File: src/shared/host_port_pkg.sv
package host_port_pkg;
    // ------------------------------------------------------------
    // Widths
    // ------------------------------------------------------------
    localparam int ADDR_W = 18;
    localparam int DATA_W = 16;
    localparam int WAIT_W = 8;

    // ------------------------------------------------------------
    // Timing
    // ------------------------------------------------------------
    localparam int CLK_PERIOD_NS   = 10;
    localparam int WAIT_LEN_CYC    = 4;
    localparam int WRITE_EXTRA_CYC = 3;
    localparam int READ_EXTRA_NS   = 25;
    localparam int READ_EXTRA_CYC  = (READ_EXTRA_NS + CLK_PERIOD_NS - 1) / CLK_PERIOD_NS;
    localparam logic [WAIT_W-1:0] WAIT_RST = 8'h00;
    localparam logic [DATA_W-1:0] DATA_RST = 16'h0000;

    // ------------------------------------------------------------
    // Carriers
    // ------------------------------------------------------------
    typedef struct packed {
        logic              write;
        logic              space_reg;
        logic [ADDR_W-1:0] word_addr;
        logic [1:0]        lane_en;
        logic [DATA_W-1:0] wdata;
    } access_s;
endpackage : host_port_pkg

File: src/rtl/direct_strobe_host_port.sv
// Operation
// - Single-strobe write with both byte enables low carries a 16-bit word.
// - Little-endian single enable writes low lane even byte or high lane odd.
// - Read strobe low returns word, or one lane per single low enable.
// - Big-endian swaps byte parity: low lane odd byte, high lane even byte.
// - Byte address bit ignored; only word address decoded, always aligned.
// - Wait mode: stall driven low after strobe falls, released after four clock cycles, before it rises.
// - No-wait read data valid by wait length plus 25 ns.
// - Split variant write starts on either write strobe falling.
// - Split variant strobes select lanes; read is always 16 bits.
module direct_strobe_host_port (
    input  wire logic                                clock_in,
    input  wire logic                                reset_n_in,
    input  wire logic                                split_strobe_mode_in,
    input  wire logic                                big_endian_in,
    input  wire logic                                wait_mode_in,
    input  wire logic                                chip_select_n_in,
    input  wire logic [host_port_pkg::ADDR_W-1:0]    addr_in,
    input  wire logic                                byte_addr_bit_in,
    input  wire logic                                space_select_in,
    input  wire logic                                write_strobe_n_in,
    input  wire logic                                upper_write_strobe_n_in,
    input  wire logic                                lower_write_strobe_n_in,
    input  wire logic                                read_strobe_n_in,
    input  wire logic                                upper_byte_en_n_in,
    input  wire logic                                lower_byte_en_n_in,
    input  wire logic [host_port_pkg::DATA_W-1:0]    data_in,
    output logic      [host_port_pkg::DATA_W-1:0]    data_out,
    output logic                                     data_oe_out,
    output logic                                     stall_n_out,
    output logic                                     stall_n_oe_out,
    output host_port_pkg::access_s                   access_out,
    output logic                                     access_valid_out,
    input  wire logic [host_port_pkg::DATA_W-1:0]    rdata_in
);
    // ------------------------------------------------------------
    // Reset release
    // ------------------------------------------------------------
    logic rst_meta_ff;
    logic rst_n_ff;

    always_ff @(posedge clock_in or negedge reset_n_in) begin
        if (!reset_n_in) begin
            rst_meta_ff <= 1'b0;
            rst_n_ff    <= 1'b0;
        end else begin
            rst_meta_ff <= 1'b1;
            rst_n_ff    <= rst_meta_ff;
        end
    end

    // ------------------------------------------------------------
    // Strobe decode
    // ------------------------------------------------------------
    function automatic logic [1:0] lanes(input logic up_n, input logic lo_n);
        lanes = {~up_n, ~lo_n};
    endfunction : lanes

    // Lane swap for big-endian byte accesses; word accesses pass untouched
    function automatic logic [15:0] swap16(input logic [15:0] d, input logic be);
        swap16 = be ? {d[7:0], d[15:8]} : d;
    endfunction : swap16

    logic       wr_act;
    logic       rd_act;
    logic [1:0] lane_sel;

    always_comb begin
        if (split_strobe_mode_in) begin
            wr_act   = ~upper_write_strobe_n_in | ~lower_write_strobe_n_in;
            rd_act   = ~read_strobe_n_in & ~wr_act;
            lane_sel = wr_act ? lanes(upper_write_strobe_n_in, lower_write_strobe_n_in)
                              : 2'b11;
        end else begin
            wr_act   = ~write_strobe_n_in & read_strobe_n_in;
            rd_act   = ~read_strobe_n_in & write_strobe_n_in;
            lane_sel = lanes(upper_byte_en_n_in, lower_byte_en_n_in);
        end
        if (chip_select_n_in) begin
            wr_act = 1'b0;
            rd_act = 1'b0;
        end
    end

    // ------------------------------------------------------------
    // Access sequencer
    // ------------------------------------------------------------
    typedef enum logic [1:0] {IDLE, STALL, DONE} state_e;

    state_e                            state_ff, nxt_state;
    logic [host_port_pkg::WAIT_W-1:0]  cnt_ff, nxt_cnt;
    logic                              is_wr_ff, nxt_is_wr;
    logic [host_port_pkg::DATA_W-1:0]  nxt_data;
    logic                              nxt_data_oe;
    logic                              nxt_stall_oe;
    host_port_pkg::access_s            nxt_access;
    logic                              nxt_access_valid;
    logic                              lane_swap;

    assign lane_swap = big_endian_in & (lane_sel != 2'b11);

    always_comb begin
        nxt_state        = state_ff;
        nxt_cnt          = cnt_ff;
        nxt_is_wr        = is_wr_ff;
        nxt_data         = data_out;
        nxt_data_oe      = 1'b0;
        nxt_stall_oe     = 1'b0;
        nxt_access       = access_out;
        nxt_access_valid = 1'b0;
        unique case (state_ff)
            IDLE: begin
                if (wr_act || rd_act) begin
                    nxt_state    = STALL;
                    nxt_cnt      = host_port_pkg::WAIT_RST;
                    nxt_is_wr    = wr_act;
                    nxt_stall_oe = wait_mode_in;
                    nxt_data_oe  = rd_act;
                    // Byte address bit deliberately unused; word aligned
                    nxt_access.word_addr = addr_in;
                    nxt_access.space_reg = space_select_in;
                    nxt_access.write     = wr_act;
                    nxt_access.lane_en   = lane_swap ? {lane_sel[0], lane_sel[1]}
                                                     : lane_sel;
                    nxt_access.wdata     = swap16(data_in, lane_swap);
                end
            end
            STALL: begin
                nxt_cnt      = cnt_ff + 8'h01;
                nxt_stall_oe = wait_mode_in;
                nxt_data_oe  = ~is_wr_ff;
                if (is_wr_ff)
                    nxt_access.wdata = swap16(data_in, lane_swap);
                if (cnt_ff == 8'(host_port_pkg::WAIT_LEN_CYC - 1)) begin
                    nxt_state        = DONE;
                    nxt_stall_oe     = 1'b0; // Released in the same cycle that data turns valid
                    nxt_access_valid = 1'b1;
                    nxt_data         = swap16(rdata_in, lane_swap);
                end
            end
            DONE: begin
                nxt_data_oe = ~is_wr_ff & (rd_act | ~chip_select_n_in & ~read_strobe_n_in);
                // Waits for the strobe to rise before the next access
                if (!wr_act && !rd_act) begin
                    nxt_state   = IDLE;
                    nxt_data_oe = 1'b0;
                end
            end
            default: nxt_state = IDLE;
        endcase
    end

    always_ff @(posedge clock_in or negedge rst_n_ff) begin
        if (!rst_n_ff) begin
            state_ff         <= IDLE;
            cnt_ff           <= host_port_pkg::WAIT_RST;
            is_wr_ff         <= 1'b0;
            data_out         <= host_port_pkg::DATA_RST;
            data_oe_out      <= 1'b0;
            stall_n_oe_out   <= 1'b0;
            access_out       <= '0;
            access_valid_out <= 1'b0;
        end else begin
            state_ff         <= nxt_state;
            cnt_ff           <= nxt_cnt;
            is_wr_ff         <= nxt_is_wr;
            data_out         <= nxt_data;
            data_oe_out      <= nxt_data_oe;
            stall_n_oe_out   <= nxt_stall_oe;
            access_out       <= nxt_access;
            access_valid_out <= nxt_access_valid;
        end
    end

    // Stall is only ever driven low; released by dropping enable
    always_ff @(posedge clock_in or negedge rst_n_ff) begin
        if (!rst_n_ff)
            stall_n_out <= 1'b0;
        else
            stall_n_out <= 1'b0;
    end

    // ------------------------------------------------------------
    // Checks
    // ------------------------------------------------------------
    property p_stall_after_strobe;
        @(posedge clock_in) disable iff (!rst_n_ff)
        (state_ff == IDLE && (wr_act || rd_act) && wait_mode_in) |=> stall_n_oe_out;
    endproperty
    a_stall_after_strobe: assert property (p_stall_after_strobe)
        else $error("stall not driven after strobe");

    property p_stall_len;
        @(posedge clock_in) disable iff (!rst_n_ff)
        $rose(stall_n_oe_out) |-> stall_n_oe_out [*4] ##1 !stall_n_oe_out;
    endproperty
    a_stall_len: assert property (p_stall_len)
        else $error("stall length wrong");

    property p_no_cs_quiet;
        @(posedge clock_in) disable iff (!rst_n_ff)
        (state_ff == IDLE && chip_select_n_in) |=> !stall_n_oe_out && !data_oe_out;
    endproperty
    a_no_cs_quiet: assert property (p_no_cs_quiet)
        else $error("pins driven without select");

    property p_valid_after_wait;
        @(posedge clock_in) disable iff (!rst_n_ff)
        access_valid_out |-> $past(state_ff) == STALL && !stall_n_oe_out;
    endproperty
    a_valid_after_wait: assert property (p_valid_after_wait)
        else $error("access before stall release");

    property p_addr_latched;
        @(posedge clock_in) disable iff (!rst_n_ff)
        (state_ff == IDLE && (wr_act || rd_act)) |=> access_out.word_addr == $past(addr_in);
    endproperty
    a_addr_latched: assert property (p_addr_latched)
        else $error("word address not captured");

    property p_space;
        @(posedge clock_in) disable iff (!rst_n_ff)
        (state_ff == IDLE && (wr_act || rd_act))
            |=> access_out.space_reg == $past(space_select_in);
    endproperty
    a_space: assert property (p_space)
        else $error("space select lost");

    property p_split_read_word;
        @(posedge clock_in) disable iff (!rst_n_ff)
        (state_ff == IDLE && rd_act && split_strobe_mode_in) |=> access_out.lane_en == 2'b11;
    endproperty
    a_split_read_word: assert property (p_split_read_word)
        else $error("split read not word wide");

    property p_word_no_swap;
        @(posedge clock_in) disable iff (!rst_n_ff)
        (state_ff == IDLE && wr_act && lane_sel == 2'b11) |=> access_out.wdata == $past(data_in);
    endproperty
    a_word_no_swap: assert property (p_word_no_swap)
        else $error("word write altered");

    property p_be_swap;
        @(posedge clock_in) disable iff (!rst_n_ff)
        (state_ff == IDLE && wr_act && big_endian_in && lane_sel == 2'b01)
            |=> access_out.lane_en == 2'b10;
    endproperty
    a_be_swap: assert property (p_be_swap)
        else $error("big endian lane not swapped");
endmodule : direct_strobe_host_port

File: config.mk
export PLATFORM = sky130hd
export DESIGN_NAME = direct_strobe_host_port
export DESIGN_NICKNAME = d
export VERILOG_FILES = /design/src/shared/host_port_pkg.sv /design/src/rtl/direct_strobe_host_port.sv
export SDC_FILE = /design/constraint.sdc
export NUM_CORES = 1
export LEC_CHECK = 0
export BUFFER_PORTS_ARGS = -buffer_cell sky130_fd_sc_hd__buf_2
export CORE_MARGIN = 2
export CORE_UTILIZATION = 49
export DETAILED_ROUTE_END_ITERATION = 12
export PLACE_DENSITY = 0.8
export SYNTH_ARGS = -nofsm -noshare
export SYNTH_HDL_FRONTEND = slang
export SYNTH_SLANG_ARGS = --single-unit
File: constraint.sdc
create_clock -name clock_in -period 2.85 [get_ports clock_in]
set_input_delay 0.4275 -clock clock_in [delete_from_list [all_inputs] [get_ports clock_in]]
set_output_delay 0.4275 -clock clock_in [all_outputs]
set_load 0.01 [all_outputs]
; ---- After elaboration in Yosys (flattened, before gate mapping)
; Index checks and enable logic that the tools add are counted.
[classes]
bitwise_logic = 17
muxes = 26
n_reduce_logical = 11
eq_ne = 8
addsub = 1
[ops]
columns = cell, count
row1 = $mux 16, 4
row2 = $pmux 16 s2, 1
row3 = $pmux 8 s2, 1
row4 = $mux 2, 6
row5 = $mux 1, 10
row6 = $ne 2x2->1 const B, 5
row7 = $not 1->1, 9
row8 = $add 8x1->8 const B, 1
row9 = $eq 8x2->1 const B, 1
row10 = $mux 8, 1
row11 = $and 1x1->1, 6
row12 = $pmux 2 s3, 1
row13 = $reduce_and 2->1, 3
row14 = $reduce_and 3->1, 2
row15 = $pmux 1 s3, 1
row16 = $eq 2x1->1 const B, 1
row17 = $eq 2x2->1 const B, 1
row18 = $logic_not 1->1, 2
row19 = $logic_not 2->1, 1
row20 = $or 1x1->1, 2
row21 = $pmux 1 s2, 1
row22 = $reduce_bool 2->1, 1
row23 = $logic_and 1x1->1, 1
row24 = $logic_or 1x1->1, 1
[totals]
reg_bits = 69
inputBits = 64
word_cells = 76
output_inout_bits = 58

; ---- Logic depth before layout (Yosys ltp)
[depth]
ltp_word = 10
mapped_depth = 8
ltp_nobuf = 5

; ---- Worst setup path before layout
; OpenSTA, ideal clock, no wires.
[synth_path]
kind = in2reg
from = in split_strobe_mode_in
to = reg access_out[6] in the netlist's numbering
arrival_ns = 1.843
required_time_ns = 2.725
cell_stages = 7
setup_time_ns = 0.125
path_slack_ns = 0.882
n_path_buf = 3
path_cell_list = buf_6 > or3_1 > o311a_1 > buf_6 > buf_12 > mux2_1 > mux2_4
[synth_between]
elab_chain_len = 6
word_cells_on_any_way = 14
classes_between = eq/ne (2) / mux (9) / bitwise (1) / reduce/logical (2)
[synth_lines]
columns = item, line
row1 = "start, declared", direct_strobe_host_port.sv:14  ; input wire logic split_strobe_mode_in,
row2 = $mux 2, direct_strobe_host_port.sv:69  ; if (split_strobe_mode_in) begin
row3 = $ne 2x2->1, direct_strobe_host_port.sv:100  ; assign lane_swap = big_endian_in & (lane_sel != 2'b11);
row4 = $and 1x1->1, direct_strobe_host_port.sv:100
row5 = $mux 16, direct_strobe_host_port.sv:61  ; swap16 = be ? {d[7:0], d[15:8]} : d;
row6 = "$mux 16, on equally long branches", "direct_strobe_host_port.sv:132, direct_strobe_host_port.sv:113"
row7 = $pmux 16 s2, direct_strobe_host_port.sv:111  ; unique case (state_ff)
row8 = "end signal, assigned", direct_strobe_host_port.sv:170  ; access_out <= nxt_access;
row9 = "end, declared", direct_strobe_host_port.sv:32  ; output host_port_pkg::access_s access_out,
; Parallel ways exist; a longest one is shown, timed or not. The select of a mux whose other input is x is not followed.
; A chain may end at the register's enable or synchronous reset.

; ---- Worst setup path in the final report
[layout_path]
from = reg cnt_ff[4] in the netlist's numbering
to = reg data_out[6] in the netlist's numbering
[layout_between]
elab_chain_len = 2
[layout_lines]
columns = item, line
row1 = "start, declared", direct_strobe_host_port.sv:91  ; logic [host_port_pkg::WAIT_W-1:0] cnt_ff, nxt_cnt;
row2 = "start signal, assigned", direct_strobe_host_port.sv:156  ; cnt_ff <= host_port_pkg::WAIT_RST;
row3 = "start signal, assigned", direct_strobe_host_port.sv:165  ; cnt_ff <= nxt_cnt;
row4 = $eq 8x2->1, direct_strobe_host_port.sv:134  ; if (cnt_ff == 8'(host_port_pkg::WAIT_LEN_CYC - 1)) begin
row5 = $reduce_and 2->1 (no source line), -
row6 = "end signal, assigned", direct_strobe_host_port.sv:158  ; data_out <= host_port_pkg::DATA_RST;
row7 = "end signal, assigned", direct_strobe_host_port.sv:167  ; data_out <= nxt_data;
row8 = "end, declared", direct_strobe_host_port.sv:28  ; output logic [host_port_pkg::DATA_W-1:0] data_out,
; No other way between the ends.

==> metrics.md <==
| Metric | Value |
|---|---|
| EDFF count, synth | 0 |
| # IOs | between 100 and 150 |
| Total net switching power | 1520 uW |
| Die area | 7290 um^2 |
| Core footprint | roughly 6400 um^2 |
| Leakage | between 0.0015 and 0.002 uW |
| Post-layout minimum cycle time | 1.93 ns |
| Worst Setup End Kind | flop |
| Tcrit/Tclk final | 0.678 |
| Synthesized area | 3250 um^2 |
| Metal-1 WL | between 2000 and 3000 um |
| Ys Warns | 0 |
| Root Driver | clkbuf_8 |
| Outcome | complete, no violations |
| FMAX | a little over 500 MHz |
| Internal | 2710 uW |
| Startpoint Class | flop |
| Max Slew Vio Count | 0 |
| Asr flop ratio synth | 1.00 |
| Hold path start | addr_in[3] |
| Cell variety after synth | 40 |
| Syn Nets | 327 |
| Top_reg_cell synth | dfrtp_1 |
| Fin Setup TNS | 0 ns |
| HPWL after DPL | ~5000 um |
| Pwr/cell area | between 1000 and 1500 nW/um^2 |
| Chip height | between 80 and 90 um |
| Max-Cap Viols | 0 |
| Drt wl/cell | 14.8 um |
| Total GRT Usage | 0.197 |
| Worst setup margin | 0.917 ns |
| Net Sw Frac | 0.360 |
| Setup WS pre-CTS | 0.711 ns |
| CP Data Arrival Time | 2.20 ns |
| Resized cells post-CTS | 0 |
| DR vias | 2475 |
| Reg2Reg Launch Point | cnt_ff[4] |
| Clock skew | 0.0117 ns |
| Die width | roughly 85 um |
| # diodes | 0 |
| First-pass GRT wire length | roughly 11000 um |
| Syn avg cell area | 12.4 um^2 |
| Required time worst endpoint | 3.11 ns |
| PortBufs | about 120 |
| Max IR drop VDD | roughly 550 uV |
| Share of layout cells above drive strength 1 | 0.491 |
| Max Used Layer | met4 |
| Seq pwr share | 0.397 |
| CP Max Fanout | 34 |
| Pre-antenna DRT Iters | 4 |
| Mapped Cells | 262 |
| Routability cong. | 0.777 |
| Vias in the first global route | 2469 |
| Grt ovf | 0 |
| Drt drc | 0 |
| Sequential area share after synthesis | 0.532 |
| Final WL | 6900 um |
| # setup viols final | 0 |
| Clock network fraction of total power | 0.187 |
| Met3 routed WL | between 300 and 400 um |
| Routed Antenna Nets | 0 |
| Worst slew margin | 0.510 |
| # H-tree levels | 3 |
| TritonCTS Buffers | 9 |
| Area delta synth->final | 25.7% |
| Nets | 449 |
| RSZ-0062 raised after global routing | false |
| Worst-margin pin slew | 0.734 ns |
| Min-delay worst type | in -> reg |
| Iteration-0 DRC Markers | 59 |
| CTS Sinks | between 60 and 70 |
| Worst Setup SP | cnt_ff[4] |
| Initial core utilization | 0.508 |
| Row count | 29 |
| WL met2 | 3490 um |
| Worst-Skew Late Latency | 0.34 ns |
| CTS clk-pin slew, worst paths | 0.08 ns |
| Initial antenna violation count | 0 |
| Vias per Instance | around 5.3 |
| Combinational share of power | 0.416 |
| Yosys reg bits | 69 |
| Largest net degree at the start of global routing | 35 |
| Critical path type | reg -> reg |
| CTS tree | done |
| Final Hold Viols | 0 |
| Maximum buffer depth of the clock tree | 2 |
## synth_stat cells (2+ instances only)
cell type   n  share of area
dfrtp_1    69           0.53
mux2_2     31           0.11
a21oi_1    20          0.031
nor2_1     20          0.023
mux2i_1    16          0.049
mux2_4     13          0.060
nand3_1    12          0.019
nand2_1    11          0.013
o21ai_0     9          0.014
buf_2       7          0.011
mux2_1      7          0.024
or3_1       4         0.0077
inv_1       3         0.0035
nand4_1     3         0.0058
nor2b_1     3         0.0058
nor3_1      3         0.0046
a31oi_1     2         0.0039
buf_4       2         0.0046
buf_6       2         0.0069
clkbuf_1    2         0.0023
conb_1      2         0.0023
mux4_2      2          0.014
nand2b_1    2         0.0039
## layer usage
layer  GRT usage  up-vias
met3      0.0379       12
met2       0.340       83
met1       0.243     1205
li1            -     1175
met4      0.0837        0
met5           0        -
## final cells by class
class,instances,area [um^2]
clock inverter,7,73.8
inverter,3,11.3
clock buffer,9,124
timing repair buffer,127,658
tap,77,96.3
fill,518,2310
multi-input combinational,174,1390
sequential,69,1730
## flip-flops by register name (all words and copies together), names as in the netlist
name	count
data_oe_out	1
data_out	16
access_valid_out	1
cnt_ff	8
state_ff	2
access_out	37
rst_n_ff	1
is_wr_ff	1
rst_meta_ff	1
stall_n_oe_out	1
## worst max-delay path, cell delays in order (launching register included)
cell and delay (ns):
dfrtp_1 0.42, or4_1 0.59, nor4_4 0.23, buf_4 0.35, nor2_1 0.09, a21oi_1 0.16
## power by group through the flow
stage	registers, uW	clock network [uW]	logic, uW
after global routing	1750	850	1940
after detailed placement	1700	0	1780
after floorplan	1880	0	931
final	1680	791	1760
after global placement	1670	0	1710
after CTS	1680	811	1780
## worst paths after layout
check	end	slack, ns	cells after the start
min in group asynchronous	access_out[21]	0.34	0
setup / recovery	data_out[6]	0.92	5
hold reg to reg	access_out[21]	0.34	0
max in group asynchronous	is_wr_ff	1.79	1
hold / removal	access_out[21]	0.31	2
setup reg to reg	data_out[6]	0.92	5
## cells by family after synthesis
| kind of cell | count (synthesis) | synth area share |
|---|---|---|
| other | 2 | 0.00231 |
| buffers and inverters | 19 | 0.0405 |
| AO/OA/AOI/OAI | 37 | 0.0636 |
| AND/OR/NAND/NOR | 65 | 0.103 |
| multiplexers | 69 | 0.255 |
| adder cells (fa/ha/maj) | 1 | 0.00385 |
| flip-flops | 69 | 0.532 |
## cells in the final DEF, fill, tap and decap left out, types with 3 or more instances in the layout
cell,Yosys,layout
inv_1,3,3
a21oi_1,20,20
or3_1,4,4
nand3_1,12,12
mux2i_1,16,16
dfrtp_1,69,68
buf_4,2,7
nor2_1,20,20
nand2_1,11,11
nand4_1,3,3
mux2_2,31,31
nor2b_1,3,3
nor3_1,3,3
buf_2,7,119
mux2_1,7,7
mux2_4,13,13
clkbuf_8,0,9
o21ai_0,9,9
## what timing repair did
action,4_1_cts,5_1_grt
hold endpoints to repair,2,0
setup buffers,0,0
hold buffers,1,0
## stage by stage
step | std cells | util | cell area, um^2 | total power, uW | hold WS [ns]
4_1_cts | 466 | 0.639 | 4080 | 4280 | 0.297
2_1_floorplan | 262 | - | 3250 | 2810 | 0.132
3_3_place_gp | 449 | 0.606 | 3870 | 3380 | 0.213
6_report | 466 | 0.639 | 4080 | 4230 | 0.309
5_1_grt | 466 | 0.639 | 4080 | 4540 | 0.302
3_5_place_dp | 449 | 0.606 | 3870 | 3470 | 0.219
(Power assumes the default switching activity.)
